==> src/rtl/pcs_cfg.svh <==
// Address map, field positions and reset values of the clock select block
// Included by the design and the testbench; definitions only
`ifndef PCS_CFG_SVH
`define PCS_CFG_SVH
`define PCS_LPMCU_ADDR   32'h4000b018
`define PCS_AON_ADDR     32'h4000f00c
`define PCS_LPMCU_RESET  32'h00303100
`define PCS_LPMCU_MASK   32'hfff9333f
`define PCS_AON_RESET    24'h010000
`define PCS_AON_MASK     24'h3fc07e
`define PCS_SLEEP_GATE   16
`define PCS_XO_BYPASS    21
`define PCS_XO_OFF       20
`define PCS_WAKE_INV     19
`define PCS_SEQ_RTC      18
`define PCS_SLOW_OUT     17
`define PCS_TB_2M        15
`define PCS_SEQ_2M       14
`define PCS_RST_VAL      6
`define PCS_RST_EN       5
`define PCS_BOOT_REGS    4
`define PCS_BOOT_MUX     3
`define PCS_ST_EXT       2
`define PCS_ST_RTC       1
`define PCS_POL          31
`define PCS_PHA          30
`define PCS_UART_B_INV   29
`define PCS_UART_A_INV   28
`define PCS_DIV_HI       27
`define PCS_DIV_LO       20
`define PCS_RAM_BYP      19
`define PCS_DIV_SEL      16
`define PCS_FL_HI        13
`define PCS_FL_LO        12
`define PCS_CAL_XO       9
`define PCS_WIC_BYP      8
`define PCS_TM_HI        5
`define PCS_TM_LO        4
`define PCS_LP_CLK       3
`define PCS_R26          2
`define PCS_CPU_HI       1
`define PCS_CPU_LO       0
`define PCS_LADDER_LAST  3'h7
`endif

==> src/rtl/pcs_pkg.sv <==
// Types shared by the clock select block
// Assumes pcs_cfg.svh is on the include path
package pcs_pkg;
  // Divide exponent on the fixed ladder: rate is 26 MHz over 2**exp
  typedef logic [1:0] pcs_rate_type;
  typedef logic [3:0] pcs_be_type;
endpackage

==> src/rtl/pcs_clock_select.sv <==
// Peripheral clock select: register file on Avalon-MM and clock strobe logic
// Assumes ref_tick pulses once per 26 MHz source period, synchronous to clock
// Operation
// - The sleep timer clock runs only while its gate bit in the always-on register is 1.
// - Bit 29 set inverts the second UART interface clock, clear passes it unchanged.
// - Bit 28 set inverts the first UART interface clock, clear passes it unchanged.
// - Bits 27:20 hold an eight-bit value that divides the flash clock when divided mode is on.
// - The programmable flash divider counts periods of the 26 MHz source.
// - Bit 16 set routes the divider to the flash clock, clear routes the fixed ladder.
// - Flash select codes 0 to 3 give 3.25, 6.5, 13 and 26 MHz.
// - Timer select codes 0 to 3 give 26, 13, 6.5 and 3.25 MHz.
// - Both halves of the dual timer share one selected clock.
// - Bit 31 stores the external serial polarity mode, 1 enables it.
// - Bit 30 stores the external serial phase mode, 1 enables it.
// - The control register resets to 0x00303100, giving 26 MHz flash and divide value 3.
// - The remaining internal bits are plain read/write storage driving their controls.
`timescale 1ns/1ps
`include "pcs_cfg.svh"
module pcs_clock_select #(
  parameter int DIV_WIDTH = 8                 // Width of the flash divide value
) (
  input  wire logic              clock,                           // 125 MHz
  input  wire logic              rst_b,                           // Async reset
  input  wire logic [31:0]       avs_address,                     // Byte address
  input  wire logic              avs_read,                        // Read request
  input  wire logic              avs_write,                       // Write request
  input  wire logic [31:0]       avs_writedata,                   // Write data
  input  wire pcs_pkg::pcs_be_type avs_byteenable,                // Byte lanes
  output logic [31:0]            avs_readdata,                    // Read data
  output logic                   avs_waitrequest,                 // Stall
  input  wire logic              ref_tick,                        // 26 MHz period
  input  wire logic              uart_a_clock_in,                 // UART A clock
  input  wire logic              uart_b_clock_in,                 // UART B clock
  output logic                   uart_a_clock_out,                // To UART A
  output logic                   uart_b_clock_out,                // To UART B
  output logic                   flash_clock_strobe,              // Flash tick
  output logic                   paired_timer_clock_strobe,       // Both timers
  output logic                   sleep_timer_clock_gate,          // Gate enable
  output logic                   external_serial_polarity_mode,   // Mode bit
  output logic                   external_serial_phase_mode,      // Mode bit
  output logic                   data_ram_bypass_enable,          // Internal
  output logic                   calibration_crystal_clock_use,   // Internal
  output logic                   wake_controller_bypass,          // Internal
  output logic                   core_low_power_clock_use,        // Internal
  output logic                   radio_26mhz_clock_use,           // Internal
  output logic [1:0]             cpu_clock_source_select,         // Internal
  output logic                   crystal_bypass_force,            // Internal
  output logic                   crystal_shutoff_force,           // Internal
  output logic                   wake_pin_invert,                 // Internal
  output logic                   sequencer_rtc_clock_use,         // Internal
  output logic                   slow_clock_output_enable,        // Internal
  output logic                   timebase_2mhz_select,            // Internal
  output logic                   sequencer_2mhz_clock_use,        // Internal
  output logic                   cpu_reset_override_value,        // Internal
  output logic                   cpu_reset_override_enable,       // Internal
  output logic                   boot_register_use,               // Internal
  output logic                   boot_reset_source_select,        // Internal
  output logic                   sleep_timer_external_slow_clock, // Internal
  output logic                   sleep_timer_rtc_slow_clock       // Internal
);
  import pcs_pkg::*;

  // Ladder strobe for a divide exponent, given the free running ladder count
  function automatic logic rate_hit(input pcs_rate_type e, input logic [2:0] c);
    logic h;
    h = 1'b0;
    unique case (e)
      2'h0: h = 1'b1;
      2'h1: h = c[0];
      2'h2: h = &c[1:0];
      2'h3: h = &c;
    endcase
    return h;
  endfunction

  // Byte-lane merge, reserved bits forced to zero
  function automatic logic [31:0] merge(input logic [31:0] old, input logic [31:0] d,
                                        input pcs_be_type be, input logic [31:0] m);
    logic [31:0] r;
    r = old;
    for (int i = 0; i < 4; i++) begin
      if (be[i]) begin
        r[i*8 +: 8] = d[i*8 +: 8];
      end
    end
    return r & m;
  endfunction

  logic [31:0]          lp_reg, lp_next;
  logic [23:0]          aon_reg, aon_next;
  logic [31:0]          rdata_reg, rdata_next;
  logic                 wait_reg, wait_next;
  logic [2:0]           ladder_reg, ladder_next;
  logic [DIV_WIDTH-1:0] div_cnt_reg, div_cnt_next;
  logic                 src_reg, src_next;
  pcs_rate_type         fl_rate_reg, fl_rate_next;
  pcs_rate_type         tm_rate_reg, tm_rate_next;
  logic                 fl_stb_reg, fl_stb_next;
  logic                 tm_stb_reg, tm_stb_next;
  logic [1:0]           inv_reg, inv_next;
  logic [1:0]           prev_reg, prev_next;
  logic [1:0]           uclk_reg, uclk_next;
  logic                 req, accept, hit_lp, hit_aon;
  logic                 lad_wrap, div_hit, fixed_hit, flash_hit;
  logic [DIV_WIDTH-1:0] div_value;
  logic [1:0]           uart_in, uart_rise, inv_bits;

  assign req       = avs_read | avs_write;
  assign accept    = req & ~wait_reg;
  assign hit_lp    = avs_address == `PCS_LPMCU_ADDR;
  assign hit_aon   = avs_address == `PCS_AON_ADDR;
  assign div_value = lp_reg[`PCS_DIV_HI:`PCS_DIV_LO];
  assign uart_in   = {uart_b_clock_in, uart_a_clock_in};
  assign inv_bits  = {lp_reg[`PCS_UART_B_INV], lp_reg[`PCS_UART_A_INV]};
  assign uart_rise = uart_in & ~prev_reg;

  // Register file: one wait state, write lands on the edge after the wait, which ends the transfer
  always_comb begin
    lp_next    = lp_reg;
    aon_next   = aon_reg;
    rdata_next = rdata_reg;
    wait_next  = 1'b1;
    if (req && wait_reg) begin
      wait_next = 1'b0;
      rdata_next = 32'h0;
      if (hit_lp) begin
        rdata_next = lp_reg;
      end else if (hit_aon) begin
        rdata_next = {8'h0, aon_reg};
      end
    end
    if (accept && avs_write && hit_lp) begin
      lp_next = merge(lp_reg, avs_writedata, avs_byteenable, `PCS_LPMCU_MASK);
    end
    if (accept && avs_write && hit_aon) begin
      aon_next = 24'(merge({8'h0, aon_reg}, avs_writedata, avs_byteenable,
                           {8'h0, `PCS_AON_MASK}));
    end
  end

  always_ff @(posedge clock or negedge rst_b) begin
    if (!rst_b) begin
      lp_reg    <= `PCS_LPMCU_RESET;
      aon_reg   <= `PCS_AON_RESET;
      rdata_reg <= 32'h0;
      wait_reg  <= 1'b1;
    end else begin
      lp_reg    <= lp_next;
      aon_reg   <= aon_next;
      rdata_reg <= rdata_next;
      wait_reg  <= wait_next;
    end
  end

  // Ladder and divider both count source periods
  assign lad_wrap  = ref_tick && ladder_reg == `PCS_LADDER_LAST;
  assign div_hit   = ref_tick && ({1'b0, div_cnt_reg} + 1'b1 >= {1'b0, div_value});
  assign fixed_hit = ref_tick && rate_hit(fl_rate_reg, ladder_reg);
  assign flash_hit = src_reg ? div_hit : fixed_hit;

  // Selects are taken only where the old and new periods both end, so no runt
  always_comb begin
    ladder_next  = ref_tick ? ladder_reg + 3'h1 : ladder_reg;
    div_cnt_next = div_cnt_reg;
    if (div_hit) begin
      div_cnt_next = '0;
    end else if (ref_tick) begin
      div_cnt_next = div_cnt_reg + 1'b1;
    end
    src_next     = src_reg;
    fl_rate_next = fl_rate_reg;
    tm_rate_next = tm_rate_reg;
    if (lad_wrap) begin
      fl_rate_next = ~lp_reg[`PCS_FL_HI:`PCS_FL_LO];
      tm_rate_next = lp_reg[`PCS_TM_HI:`PCS_TM_LO];
    end
    if (!src_reg && lp_reg[`PCS_DIV_SEL] && fixed_hit) begin
      src_next     = 1'b1;
      div_cnt_next = '0;
    end else if (src_reg && !lp_reg[`PCS_DIV_SEL] && div_hit && lad_wrap) begin
      src_next = 1'b0;
    end
    fl_stb_next = flash_hit;
    tm_stb_next = ref_tick && rate_hit(tm_rate_reg, ladder_reg);
  end

  always_ff @(posedge clock or negedge rst_b) begin
    if (!rst_b) begin
      ladder_reg  <= 3'h0;
      div_cnt_reg <= '0;
      src_reg     <= 1'b0;
      fl_rate_reg <= 2'h0;
      tm_rate_reg <= 2'h0;
      fl_stb_reg  <= 1'b0;
      tm_stb_reg  <= 1'b0;
    end else begin
      ladder_reg  <= ladder_next;
      div_cnt_reg <= div_cnt_next;
      src_reg     <= src_next;
      fl_rate_reg <= fl_rate_next;
      tm_rate_reg <= tm_rate_next;
      fl_stb_reg  <= fl_stb_next;
      tm_stb_reg  <= tm_stb_next;
    end
  end

  // Inversion changes only on a rising input edge, which stretches one phase
  always_comb begin
    prev_next = uart_in;
    inv_next  = inv_reg;
    for (int i = 0; i < 2; i++) begin
      if (uart_rise[i]) begin
        inv_next[i] = inv_bits[i];
      end
    end
    uclk_next = uart_in ^ inv_next;
  end

  always_ff @(posedge clock or negedge rst_b) begin
    if (!rst_b) begin
      prev_reg <= 2'h0;
      inv_reg  <= 2'h0;
      uclk_reg <= 2'h0;
    end else begin
      prev_reg <= prev_next;
      inv_reg  <= inv_next;
      uclk_reg <= uclk_next;
    end
  end

  // Outputs are register bits or registered strobes
  assign avs_readdata                    = rdata_reg;
  assign avs_waitrequest                 = wait_reg;
  assign uart_a_clock_out                = uclk_reg[0];
  assign uart_b_clock_out                = uclk_reg[1];
  assign flash_clock_strobe              = fl_stb_reg;
  assign paired_timer_clock_strobe       = tm_stb_reg;
  assign sleep_timer_clock_gate          = aon_reg[`PCS_SLEEP_GATE];
  assign external_serial_polarity_mode   = lp_reg[`PCS_POL];
  assign external_serial_phase_mode      = lp_reg[`PCS_PHA];
  assign data_ram_bypass_enable          = lp_reg[`PCS_RAM_BYP];
  assign calibration_crystal_clock_use   = lp_reg[`PCS_CAL_XO];
  assign wake_controller_bypass          = lp_reg[`PCS_WIC_BYP];
  assign core_low_power_clock_use        = lp_reg[`PCS_LP_CLK];
  assign radio_26mhz_clock_use           = lp_reg[`PCS_R26];
  assign cpu_clock_source_select         = lp_reg[`PCS_CPU_HI:`PCS_CPU_LO];
  assign crystal_bypass_force            = aon_reg[`PCS_XO_BYPASS];
  assign crystal_shutoff_force           = aon_reg[`PCS_XO_OFF];
  assign wake_pin_invert                 = aon_reg[`PCS_WAKE_INV];
  assign sequencer_rtc_clock_use         = aon_reg[`PCS_SEQ_RTC];
  assign slow_clock_output_enable        = aon_reg[`PCS_SLOW_OUT];
  assign timebase_2mhz_select            = aon_reg[`PCS_TB_2M];
  assign sequencer_2mhz_clock_use        = aon_reg[`PCS_SEQ_2M];
  assign cpu_reset_override_value        = aon_reg[`PCS_RST_VAL];
  assign cpu_reset_override_enable       = aon_reg[`PCS_RST_EN];
  assign boot_register_use               = aon_reg[`PCS_BOOT_REGS];
  assign boot_reset_source_select        = aon_reg[`PCS_BOOT_MUX];
  assign sleep_timer_external_slow_clock = aon_reg[`PCS_ST_EXT];
  assign sleep_timer_rtc_slow_clock      = aon_reg[`PCS_ST_RTC];
endmodule

==> config.mk <==
export PLATFORM = sky130hd
export DESIGN_NAME = pcs_clock_select
export DESIGN_NICKNAME = d
export VERILOG_FILES = /design/src/rtl/pcs_pkg.sv /design/src/rtl/pcs_clock_select.sv
export VERILOG_INCLUDE_DIRS = /design/src /design/src/rtl
export SDC_FILE = /design/constraint.sdc
export NUM_CORES = 1
export LEC_CHECK = 0
export ABC_AREA = 0
export BUFFER_PORTS_ARGS = -buffer_cell sky130_fd_sc_hd__buf_2
export CORE_ASPECT_RATIO = 1.5
export CORE_MARGIN = 3
export CORE_UTILIZATION = 55
export DETAILED_ROUTE_END_ITERATION = 8
export GPL_ROUTABILITY_DRIVEN = 0
export PLACE_DENSITY = 0.85
export SETUP_SLACK_MARGIN = 0.5
export SLEW_MARGIN = 30
export SYNTH_ARGS = -nofsm -noshare
export SYNTH_HDL_FRONTEND = slang
export SYNTH_SLANG_ARGS = --single-unit
==> constraint.sdc <==
create_clock -name clock -period 7.6 [get_ports clock]
set_input_delay 1.14 -clock clock [delete_from_list [all_inputs] [get_ports clock]]
set_output_delay 1.14 -clock clock [all_outputs]
set_load 0.01 [all_outputs]
==> results of run 1 <==
-- per-layer routing --
layer | up-vias | GRT usage
met1 | 1468 | 0.255
met3 | 16 | 0.0525
met5 | - | 0
met2 | 110 | 0.406
met4 | 0 | 0.103
li1 | 1366 | -
-- cell type report --
class,instances,share of cell area
flip-flops and latches,92,0.458
multi-input cells,190,0.343
repair buffers,129,0.130
clock buffers,11,0.0280
well taps,100,0.0248
clock inverters,4,0.00992
inverters,9,0.00669
-- metrics by stage --
step / worst slack, ps / instance area [um2] / power [W] / hold WS, ps / instances
finish: 4430 / 5050 / 0.000943 / 492 / 535
global route: 4180 / 5050 / 0.000986 / 518 / 535
CTS: 4490 / 5040 / 0.000954 / 500 / 535
detailed placement: 4240 / 4850 / 0.000633 / 486 / 520
global placement: 4290 / 4850 / 0.000626 / 475 / 520
floorplan: 4840 / 4210 / 0.000583 / 448 / 312
-- power breakdown --
group | internal (W) | total (W) | switching, W
logic | 0.0000453 | 0.0000999 | 0.0000546
registers | 0.000508 | 0.000522 | 0.0000136
clock network | 0.000159 | 0.000321 | 0.000162
-- synth_stat cells, types with 4 or more instances --
cell type | number | share of area
sky130_fd_sc_hd__dfrtp_1 | 85 | 0.51
sky130_fd_sc_hd__a22o_1 | 30 | 0.062
sky130_fd_sc_hd__mux2_2 | 23 | 0.062
sky130_fd_sc_hd__mux2_1 | 16 | 0.043
sky130_fd_sc_hd__a21o_1 | 12 | 0.021
sky130_fd_sc_hd__ha_1 | 11 | 0.033
sky130_fd_sc_hd__nand2_1 | 10 | 0.0089
sky130_fd_sc_hd__and3_1 | 9 | 0.013
sky130_fd_sc_hd__inv_1 | 9 | 0.0080
sky130_fd_sc_hd__buf_4 | 8 | 0.014
sky130_fd_sc_hd__mux2_4 | 8 | 0.029
sky130_fd_sc_hd__dfstp_2 | 7 | 0.044
sky130_fd_sc_hd__o21ai_0 | 7 | 0.0083
sky130_fd_sc_hd__mux2i_1 | 5 | 0.012
sky130_fd_sc_hd__o2bb2ai_1 | 5 | 0.010
sky130_fd_sc_hd__xor2_1 | 5 | 0.010
sky130_fd_sc_hd__buf_2 | 4 | 0.0048
sky130_fd_sc_hd__buf_6 | 4 | 0.011
sky130_fd_sc_hd__clkbuf_1 | 4 | 0.0036
sky130_fd_sc_hd__nand2b_1 | 4 | 0.0059
sky130_fd_sc_hd__nand3_1 | 4 | 0.0048
sky130_fd_sc_hd__nand3b_1 | 4 | 0.0071
sky130_fd_sc_hd__nor2_1 | 4 | 0.0036
-- layout by cell type (no fill, tap or decap), drive strengths merged, types with 2 or more instances in the layout --
cell | Yosys | routed
nand2 | 10 | 10
a22o | 30 | 30
ha | 11 | 11
inv | 9 | 9
dfstp | 7 | 7
buf | 17 | 129
and3 | 9 | 9
a21o | 12 | 12
conb | 1 | 3
o21ai | 8 | 8
mux2i | 5 | 5
clkinvlp | 0 | 2
nor4 | 6 | 6
nor2 | 4 | 4
nor2b | 2 | 2
nand4 | 3 | 3
mux2 | 47 | 47
dfrtp | 85 | 85
nor3 | 2 | 2
xor2 | 5 | 5
nand2b | 4 | 4
nand3b | 4 | 4
nand3 | 4 | 4
nor4b | 3 | 3
xnor2 | 2 | 2
clkbuf | 4 | 11
o2bb2ai | 5 | 5
nor3b | 3 | 3
-- worst max path at each step --
stage	to	slack [ps]
floorplan	lp_reg[24]	4840
global placement	avs_readdata[24]	4290
detailed placement	avs_readdata[9]	4240
CTS	div_cnt_reg[5]	4490
global route	div_cnt_reg[5]	4180
finish	div_cnt_reg[5]	4430
-- cell families after synthesis --
| group | Yosys count | share of synthesized area |
|---|---|---|
| AO/OA/AOI/OAI | 61 | 0.114 |
| XOR/XNOR | 7 | 0.0146 |
| adder cells (fa/ha/maj) | 11 | 0.0327 |
| buffers and inverters | 30 | 0.0422 |
| flip-flops | 92 | 0.549 |
| multiplexers | 52 | 0.145 |
| other | 1 | 0.000891 |
| AND/OR/NAND/NOR | 56 | 0.101 |
-- worst max-delay path, stage by stage, from the launching register on --
cell and delay [ps]:
sky130_fd_sc_hd__dfrtp_1 440, sky130_fd_sc_hd__ha_1 280, sky130_fd_sc_hd__and3_1 220, sky130_fd_sc_hd__and3_1 230, sky130_fd_sc_hd__xor2_1 150, sky130_fd_sc_hd__ha_1 310
sky130_fd_sc_hd__a41oi_1 230, sky130_fd_sc_hd__o21ai_0 150, sky130_fd_sc_hd__a31oi_1 240, sky130_fd_sc_hd__nand3b_1 350, sky130_fd_sc_hd__nor4b_1 390, sky130_fd_sc_hd__a21o_1 120
==> impl_summary.txt, run 1 <==
----------------------------------------------------
[Status]
  Run status ... complete, no violations

[CTS]
  Sink Count ... 92
  Root buf cell ... sky130_fd_sc_hd__clkbuf_8
  Worst-Skew Late Latency ... 360 ps
  # Post-CTS Setup Buffers ... 0
  Total of cells resized after clock tree synthesis ... 0
  Number of H-tree levels ... 3
  Clock tree from TritonCTS ... yes
  Num CTS Buffers ... 9
  Max clock buf depth ... 2
  Clk pin slew, worst setup/hold paths ... 80 ps
  Hold-fix buffer count after cts ... 0

[Finish]
  FF+latch area ... 2310 um2
  Flip-flop count of the largest register, all copies and words added ... 29
  Fraction of layout instances using a drive strength above 1 ... 0.446
  Number of fill cells ... 538
  Area growth, synth to finish ... 20.0%
  Combined area of the multi-input logic cells ... 1730 um2
  Number of nets in the layout ... 517
  Antenna diode instance count ... 0
  Final design utilization ... 0.689

[Power and ir drop]
  Power density relative to cell area ... 187 nW/um2
  Peak supply drop ... 0.150 mV
  Total leakage power ... 2.78 nW

[Synthesis]
  Mapped cell area ... 4210 um2
  Count of warnings emitted by yosys ... 0
  Count of mapped cells out of synthesis ... 310
  Count of flip-flops with a built-in enable after synthesis ... 0
  FF+latch count, synth ... 92
  Library cells used by synthesis ... 49
  Primary FF master, synth ... sky130_fd_sc_hd__dfrtp_1
  Sequential fraction of the synthesis area ... 0.549
  Share of flip-flops with an asynchronous set or reset ... 1.00
  Avg Inst Size Synth ... 13.6 um2

[Routing]
  Met3 Wirelength ... 461 um
  Max layer used ... met4
  DR vias/cell ... 5.53
  Number of nets with antenna violations after detailed routing ... 0
  Routed metal-1 wire length ... 3.46 mm
  Met2 wire length ... 5.18 mm
  Via count ... 2960
  Wire length per cell ... 17.4 um
  Starting DRT DRC Count ... 203
  DRC violations left ... 0
  Post-Route WL ... 9.31 mm
  Initial DRT Pass Iterations ... 4

[Timing]
  Relative slew slack ... 0.456
  Number of hold-slack violations in the final timing report ... 0
  Final worst clock skew ... 14.3 ps
  Measured slew at the worst slew-check pin ... 816 ps
  Time the final worst path needs with I/O delays and setup ... 3170 ps
  Pins Over Slew Limit ... 0
  Max Clk Rate ... 315 MHz
  Setup repair after global routing missed its margin ... false
  Total negative slack ... 0 ps
  Final worst path period share ... 0.418
  Endpoints failing setup ... 0

[Floorplanning]
  Number of ports placed on the die boundary ... 135
  Starting Density ... 0.575
  Die boundary width ... 77.4 um
  Core area ... 7320 um2
  DIE HEIGHT ... 113 um
  Die Footprint ... 8760 um2
  Total number of placement rows ... 38

[Place]
  Total of buffers placed on input and output ports ... 128
  DP Wirelength ... 6.97 mm

[GRT]
  Number of global-route vias before repair ... 3128
  Initial antenna violation count ... 0
  Total global-route track usage ... 0.227
  Global-route wire length before repair ... 15.3 mm
  Remaining Overflow, GRT ... 0
  Maximum number of pins on one net before global-route repair ... 93

[Worst hold path]
  Worst hold path type ... register to register
  Worst hold path endpoint ... paired_timer_clock_strobe
  Worst Min Path Start ... tm_rate_reg[1]
  Hold-critical path depth ... 1

[Worst setup path]
  Worst reg2reg startpoint ... div_cnt_reg[0]
  Sort of element at the end of the critical path ... register
  CP startpoint ... div_cnt_reg[0]
  Flop-to-flop setup slack ... 4430 ps
  Data required time of the worst path ... 7900 ps
  Number of cells on the worst reg-to-reg path ... 11
  Worst-path fanout max ... 11
  Arr. time, crit path ... 3470 ps
  Type of element launching the critical path ... register
  Worst reg2reg endpoint ... div_cnt_reg[5]
  Crit Path Category ... register to register

[Run]
  Total of max-cap violations ... 0

----------------------------------------------------
(Power assumes the default switching activity.)
==> inputs of run 2 (changes only) <==
--- a/config.mk
+++ b/config.mk
@@ -10,10 +10,10 @@
 export BUFFER_PORTS_ARGS = -buffer_cell sky130_fd_sc_hd__buf_2
 export CORE_ASPECT_RATIO = 1.5
 export CORE_MARGIN = 3
-export CORE_UTILIZATION = 55
+export CORE_UTILIZATION = 46
 export DETAILED_ROUTE_END_ITERATION = 8
 export GPL_ROUTABILITY_DRIVEN = 0
-export PLACE_DENSITY = 0.85
+export PLACE_DENSITY = 0.76
 export SETUP_SLACK_MARGIN = 0.5
 export SLEW_MARGIN = 30
 export SYNTH_ARGS = -nofsm -noshare
==> constraint.sdc (replaced) <==
create_clock -name clock -period 2.78 [get_ports clock]
set_input_delay 0.417 -clock clock [delete_from_list [all_inputs] [get_ports clock]]
set_output_delay 0.417 -clock clock [all_outputs]
set_load 0.01 [all_outputs]
==> run 2 against run 1 <==
Effect of this change:
- count of clock-buffer cells in the layout rose by 2
- cell count grew 6.7%
- critical path type unchanged
- worst setup slack got worse by 4100 ps
- design area up 9.1%
- first-iteration DRC count is 43% lower
- combinational power rose to 2.8 times the previous value
- sequential cell count did not move
- global-route usage shrank 3.0 points
- clock skew is 8.9 ps lower
- via count grew 4.7%
- largest cell class unchanged
- register-to-register slack worse by 4100 ps
- worst hold slack got worse by 370 ps
==> impl_summary.txt, run 2 (synthesized netlist as in run 1, its figures left out) <==
----------------------------------------------------
[Status]
  Run status ... complete, no violations

[Finish]
  Area growth, synth to finish ... 30.9%
  Most common cell after layout, fill and taps aside ... sky130_fd_sc_hd__buf_2
  Commonest non-fill, non-tap cells in the layout ... sky130_fd_sc_hd__buf_2, sky130_fd_sc_hd__dfrtp_1, sky130_fd_sc_hd__a22o_1
  Final standard cell count with taps included and fillers excluded ... 571 (+6.7%)
  Number of fill cells ... 682 (+27%)
  Number of nets in the layout ... 542 (+4.8%)
  Flip-flop count of the largest register, all copies and words added ... 29 (unchanged)
  Fraction of layout instances using a drive strength above 1 ... 0.531 (+0.0855)
  Antenna diode instance count ... 0 (unchanged)

[Run]
  Total of max-cap violations ... 0 (unchanged)

[Power and ir drop]
  Fraction of power consumed by sequential logic ... 0.508 (-0.045)
  Total leakage power ... 2.98 nW (+7.3%)
  Part of the power in combinational logic ... 0.100 (-0.006)
  Reported net switching power ... 0.000666 W (+190%)
  Peak supply drop ... 0.371 mV (+150%)
  Switching share of power ... 0.237 (-0.00766)
  Clock network fraction of total power ... 0.392 (+0.051)
  Cell-internal power ... 0.00214 W (+200%)
  Power density relative to cell area ... 510 nW/um2 (+170%)

[Timing]
  Measured slew at the worst slew-check pin ... 681 ps (-135 ps)
  Time the final worst path needs with I/O delays and setup ... 2500 ps (-675 ps)
  Relative slew slack ... 0.546 (+0.0898)
  Setup repair after global routing missed its margin ... true
  Total negative slack ... 0 ps (unchanged)
  Max Clk Rate ... 400 MHz (+27%)
  Number of hold-slack violations in the final timing report ... 0 (unchanged)
  Pins Over Slew Limit ... 0 (unchanged)
  Endpoints failing setup ... 0 (unchanged)
  Final worst clock skew ... 5.37 ps (-8.94 ps)
  Final worst path period share ... 0.899 (+0.481)

[Floorplanning]
  Die boundary width ... 84.1 um (+8.6%)
  Starting Density ... 0.474 (-0.101)
  Total number of placement rows ... 42 (+11%)
  Die Footprint ... 10400 um2 (+18%)
  Number of ports placed on the die boundary ... 135 (unchanged)
  DIE HEIGHT ... 123 um (+8.8%)
  Core area ... 8880 um2 (+21%)

[Worst setup path]
  Worst reg2reg endpoint ... div_cnt_reg[2]
  Flop-to-flop setup slack ... 280 ps (-4150 ps)
  Number of cells on the worst reg-to-reg path ... 12 (+1)
  Arr. time, crit path ... 2770 ps (-700 ps)
  Type of element launching the critical path ... register
  Sort of element at the end of the critical path ... register
  Worst-path fanout max ... 5 (-6)
  Worst reg2reg startpoint ... div_cnt_reg[0]
  Data required time of the worst path ... 3050 ps (-4850 ps)
  Crit Path Category ... register to register

[GRT]
  Initial antenna violation count ... 0 (unchanged)
  Number of global-route vias before repair ... 3327 (+6.4%)
  Remaining Overflow, GRT ... 0 (unchanged)
  Total global-route track usage ... 0.197 (-0.0298)
  Global-route wire length before repair ... 16.0 mm (+4.5%)
  Maximum number of pins on one net before global-route repair ... 54 (-42%)

[CTS]
  Max clock buf depth ... 2 (unchanged)
  Clock tree from TritonCTS ... yes
  Number of H-tree levels ... 3 (unchanged)
  Sink Count ... 92 (unchanged)
  Clk pin slew, worst setup/hold paths ... 60 ps (-20 ps)
  Worst-Skew Late Latency ... 330 ps (-30 ps)
  Root buf cell ... sky130_fd_sc_hd__clkbuf_16
  Num CTS Buffers ... 9 (unchanged)
  Hold-fix buffer count after cts ... 0 (unchanged)

[Routing]
  Post-Route WL ... 10.1 mm (+8.4%)
  Starting DRT DRC Count ... 116 (-43%)
  DR vias/cell ... 5.43 (-1.9%)
  Number of nets with antenna violations after detailed routing ... 0 (unchanged)
  Via count ... 3100 (+4.7%)
  Wire length per cell ... 17.7 um (+1.6%)
  DRC violations left ... 0 (unchanged)
  Initial DRT Pass Iterations ... 4 (unchanged)

[Place]
  DP Wirelength ... 7.20 mm (+3.2%)
  Placed insts ... 539 (+3.7%)
  Total of buffers placed on input and output ports ... 128 (unchanged)

[Worst hold path]
  Worst hold path type ... input port to asynchronous set/reset pin

----------------------------------------------------
## run 2: cell count changes in the layout (fill, tap and decap cells not counted), sizes merged
cell      before  now
buf          129  154
clkbuf        11   13
clkinv         1    3
clkinvlp       2    0
bufinv         1    0
## run 2: worst max-delay path by stage
stage | cells past startpoint | to | slack, ps | from
2_1_floorplan | 12 | div_cnt_reg[6] | 400 | div_cnt_reg[0]
3_3_place_gp | 12 | div_cnt_reg[5] | 210 | div_cnt_reg[1]
3_5_place_dp | 12 | div_cnt_reg[6] | 130 | div_cnt_reg[1]
4_1_cts | 12 | div_cnt_reg[5] | 240 | div_cnt_reg[0]
5_1_grt | 12 | div_cnt_reg[0] | 130 | div_cnt_reg[0]
6_report | 12 | div_cnt_reg[2] | 280 | div_cnt_reg[0]
## run 2: cell type report
| type | count | area [um2] | area share |
|---|---|---|---|
| clock buffer | 13 | 250 | 0.0454 |
| clock inverter | 3 | 15.0 | 0.00273 |
| inverter | 9 | 33.8 | 0.00613 |
| multi-input combinational | 190 | 1890 | 0.344 |
| sequential | 92 | 2310 | 0.420 |
| tap | 110 | 138 | 0.0250 |
| timing repair buffer | 154 | 862 | 0.157 |
## run 2: per-stage QoR
| step | utilization | total power (W) | hold WS [ps] | instance area (um2) | worst slack [ps] |
|---|---|---|---|---|---|
| finish | 0.620 | 0.00281 | 120 | 5510 | 280 |
| floorplan | - | 0.00159 | 121 | 4250 | 401 |
| global placement | 0.560 | 0.00172 | 476 | 4970 | 212 |
| detailed placement | 0.560 | 0.00173 | 487 | 4970 | 135 |
| global route | 0.620 | 0.00295 | 175 | 5510 | 135 |
| CTS | 0.600 | 0.00284 | 139 | 5330 | 243 |
## run 2: routing by layer
layer,share of wire,vias to the layer above,wire length (um),global-route usage
li1,-,1418,-,-
met1,0.36,1563,3680,0.210
met2,0.57,97,5710,0.377
met3,0.043,22,439,0.0400
met4,0.027,0,271,0.0765
met5,0,-,0,0
## run 2: worst max-delay path, cell delays in order, from the launching register on
cell and delay (ps):
sky130_fd_sc_hd__dfrtp_1 390, sky130_fd_sc_hd__ha_2 190, sky130_fd_sc_hd__buf_4 120, sky130_fd_sc_hd__buf_4 140
sky130_fd_sc_hd__xor2_2 140, sky130_fd_sc_hd__ha_1 260, sky130_fd_sc_hd__or3_1 320, sky130_fd_sc_hd__o21ai_1 120
sky130_fd_sc_hd__nor3_2 80, sky130_fd_sc_hd__nand3b_1 240, sky130_fd_sc_hd__buf_4 200, sky130_fd_sc_hd__o21ai_1 110
sky130_fd_sc_hd__a21o_1 120
## run 2: power groups by stage
stage               logic, W  registers [W]  clock network [W]
finish              0.000282        0.00143            0.00110
global route        0.000321        0.00143            0.00120
CTS                 0.000287        0.00143            0.00113
detailed placement  0.000283        0.00145                  0
global placement    0.000270        0.00145                  0
floorplan           0.000146        0.00145                  0
## run 2: repair_timing
item	CTS	global route
pin swaps	6	7
gates resized for setup	8	20
gates cloned	0	0
buffers inserted	8	8
endpoints found under the setup margin	10	10
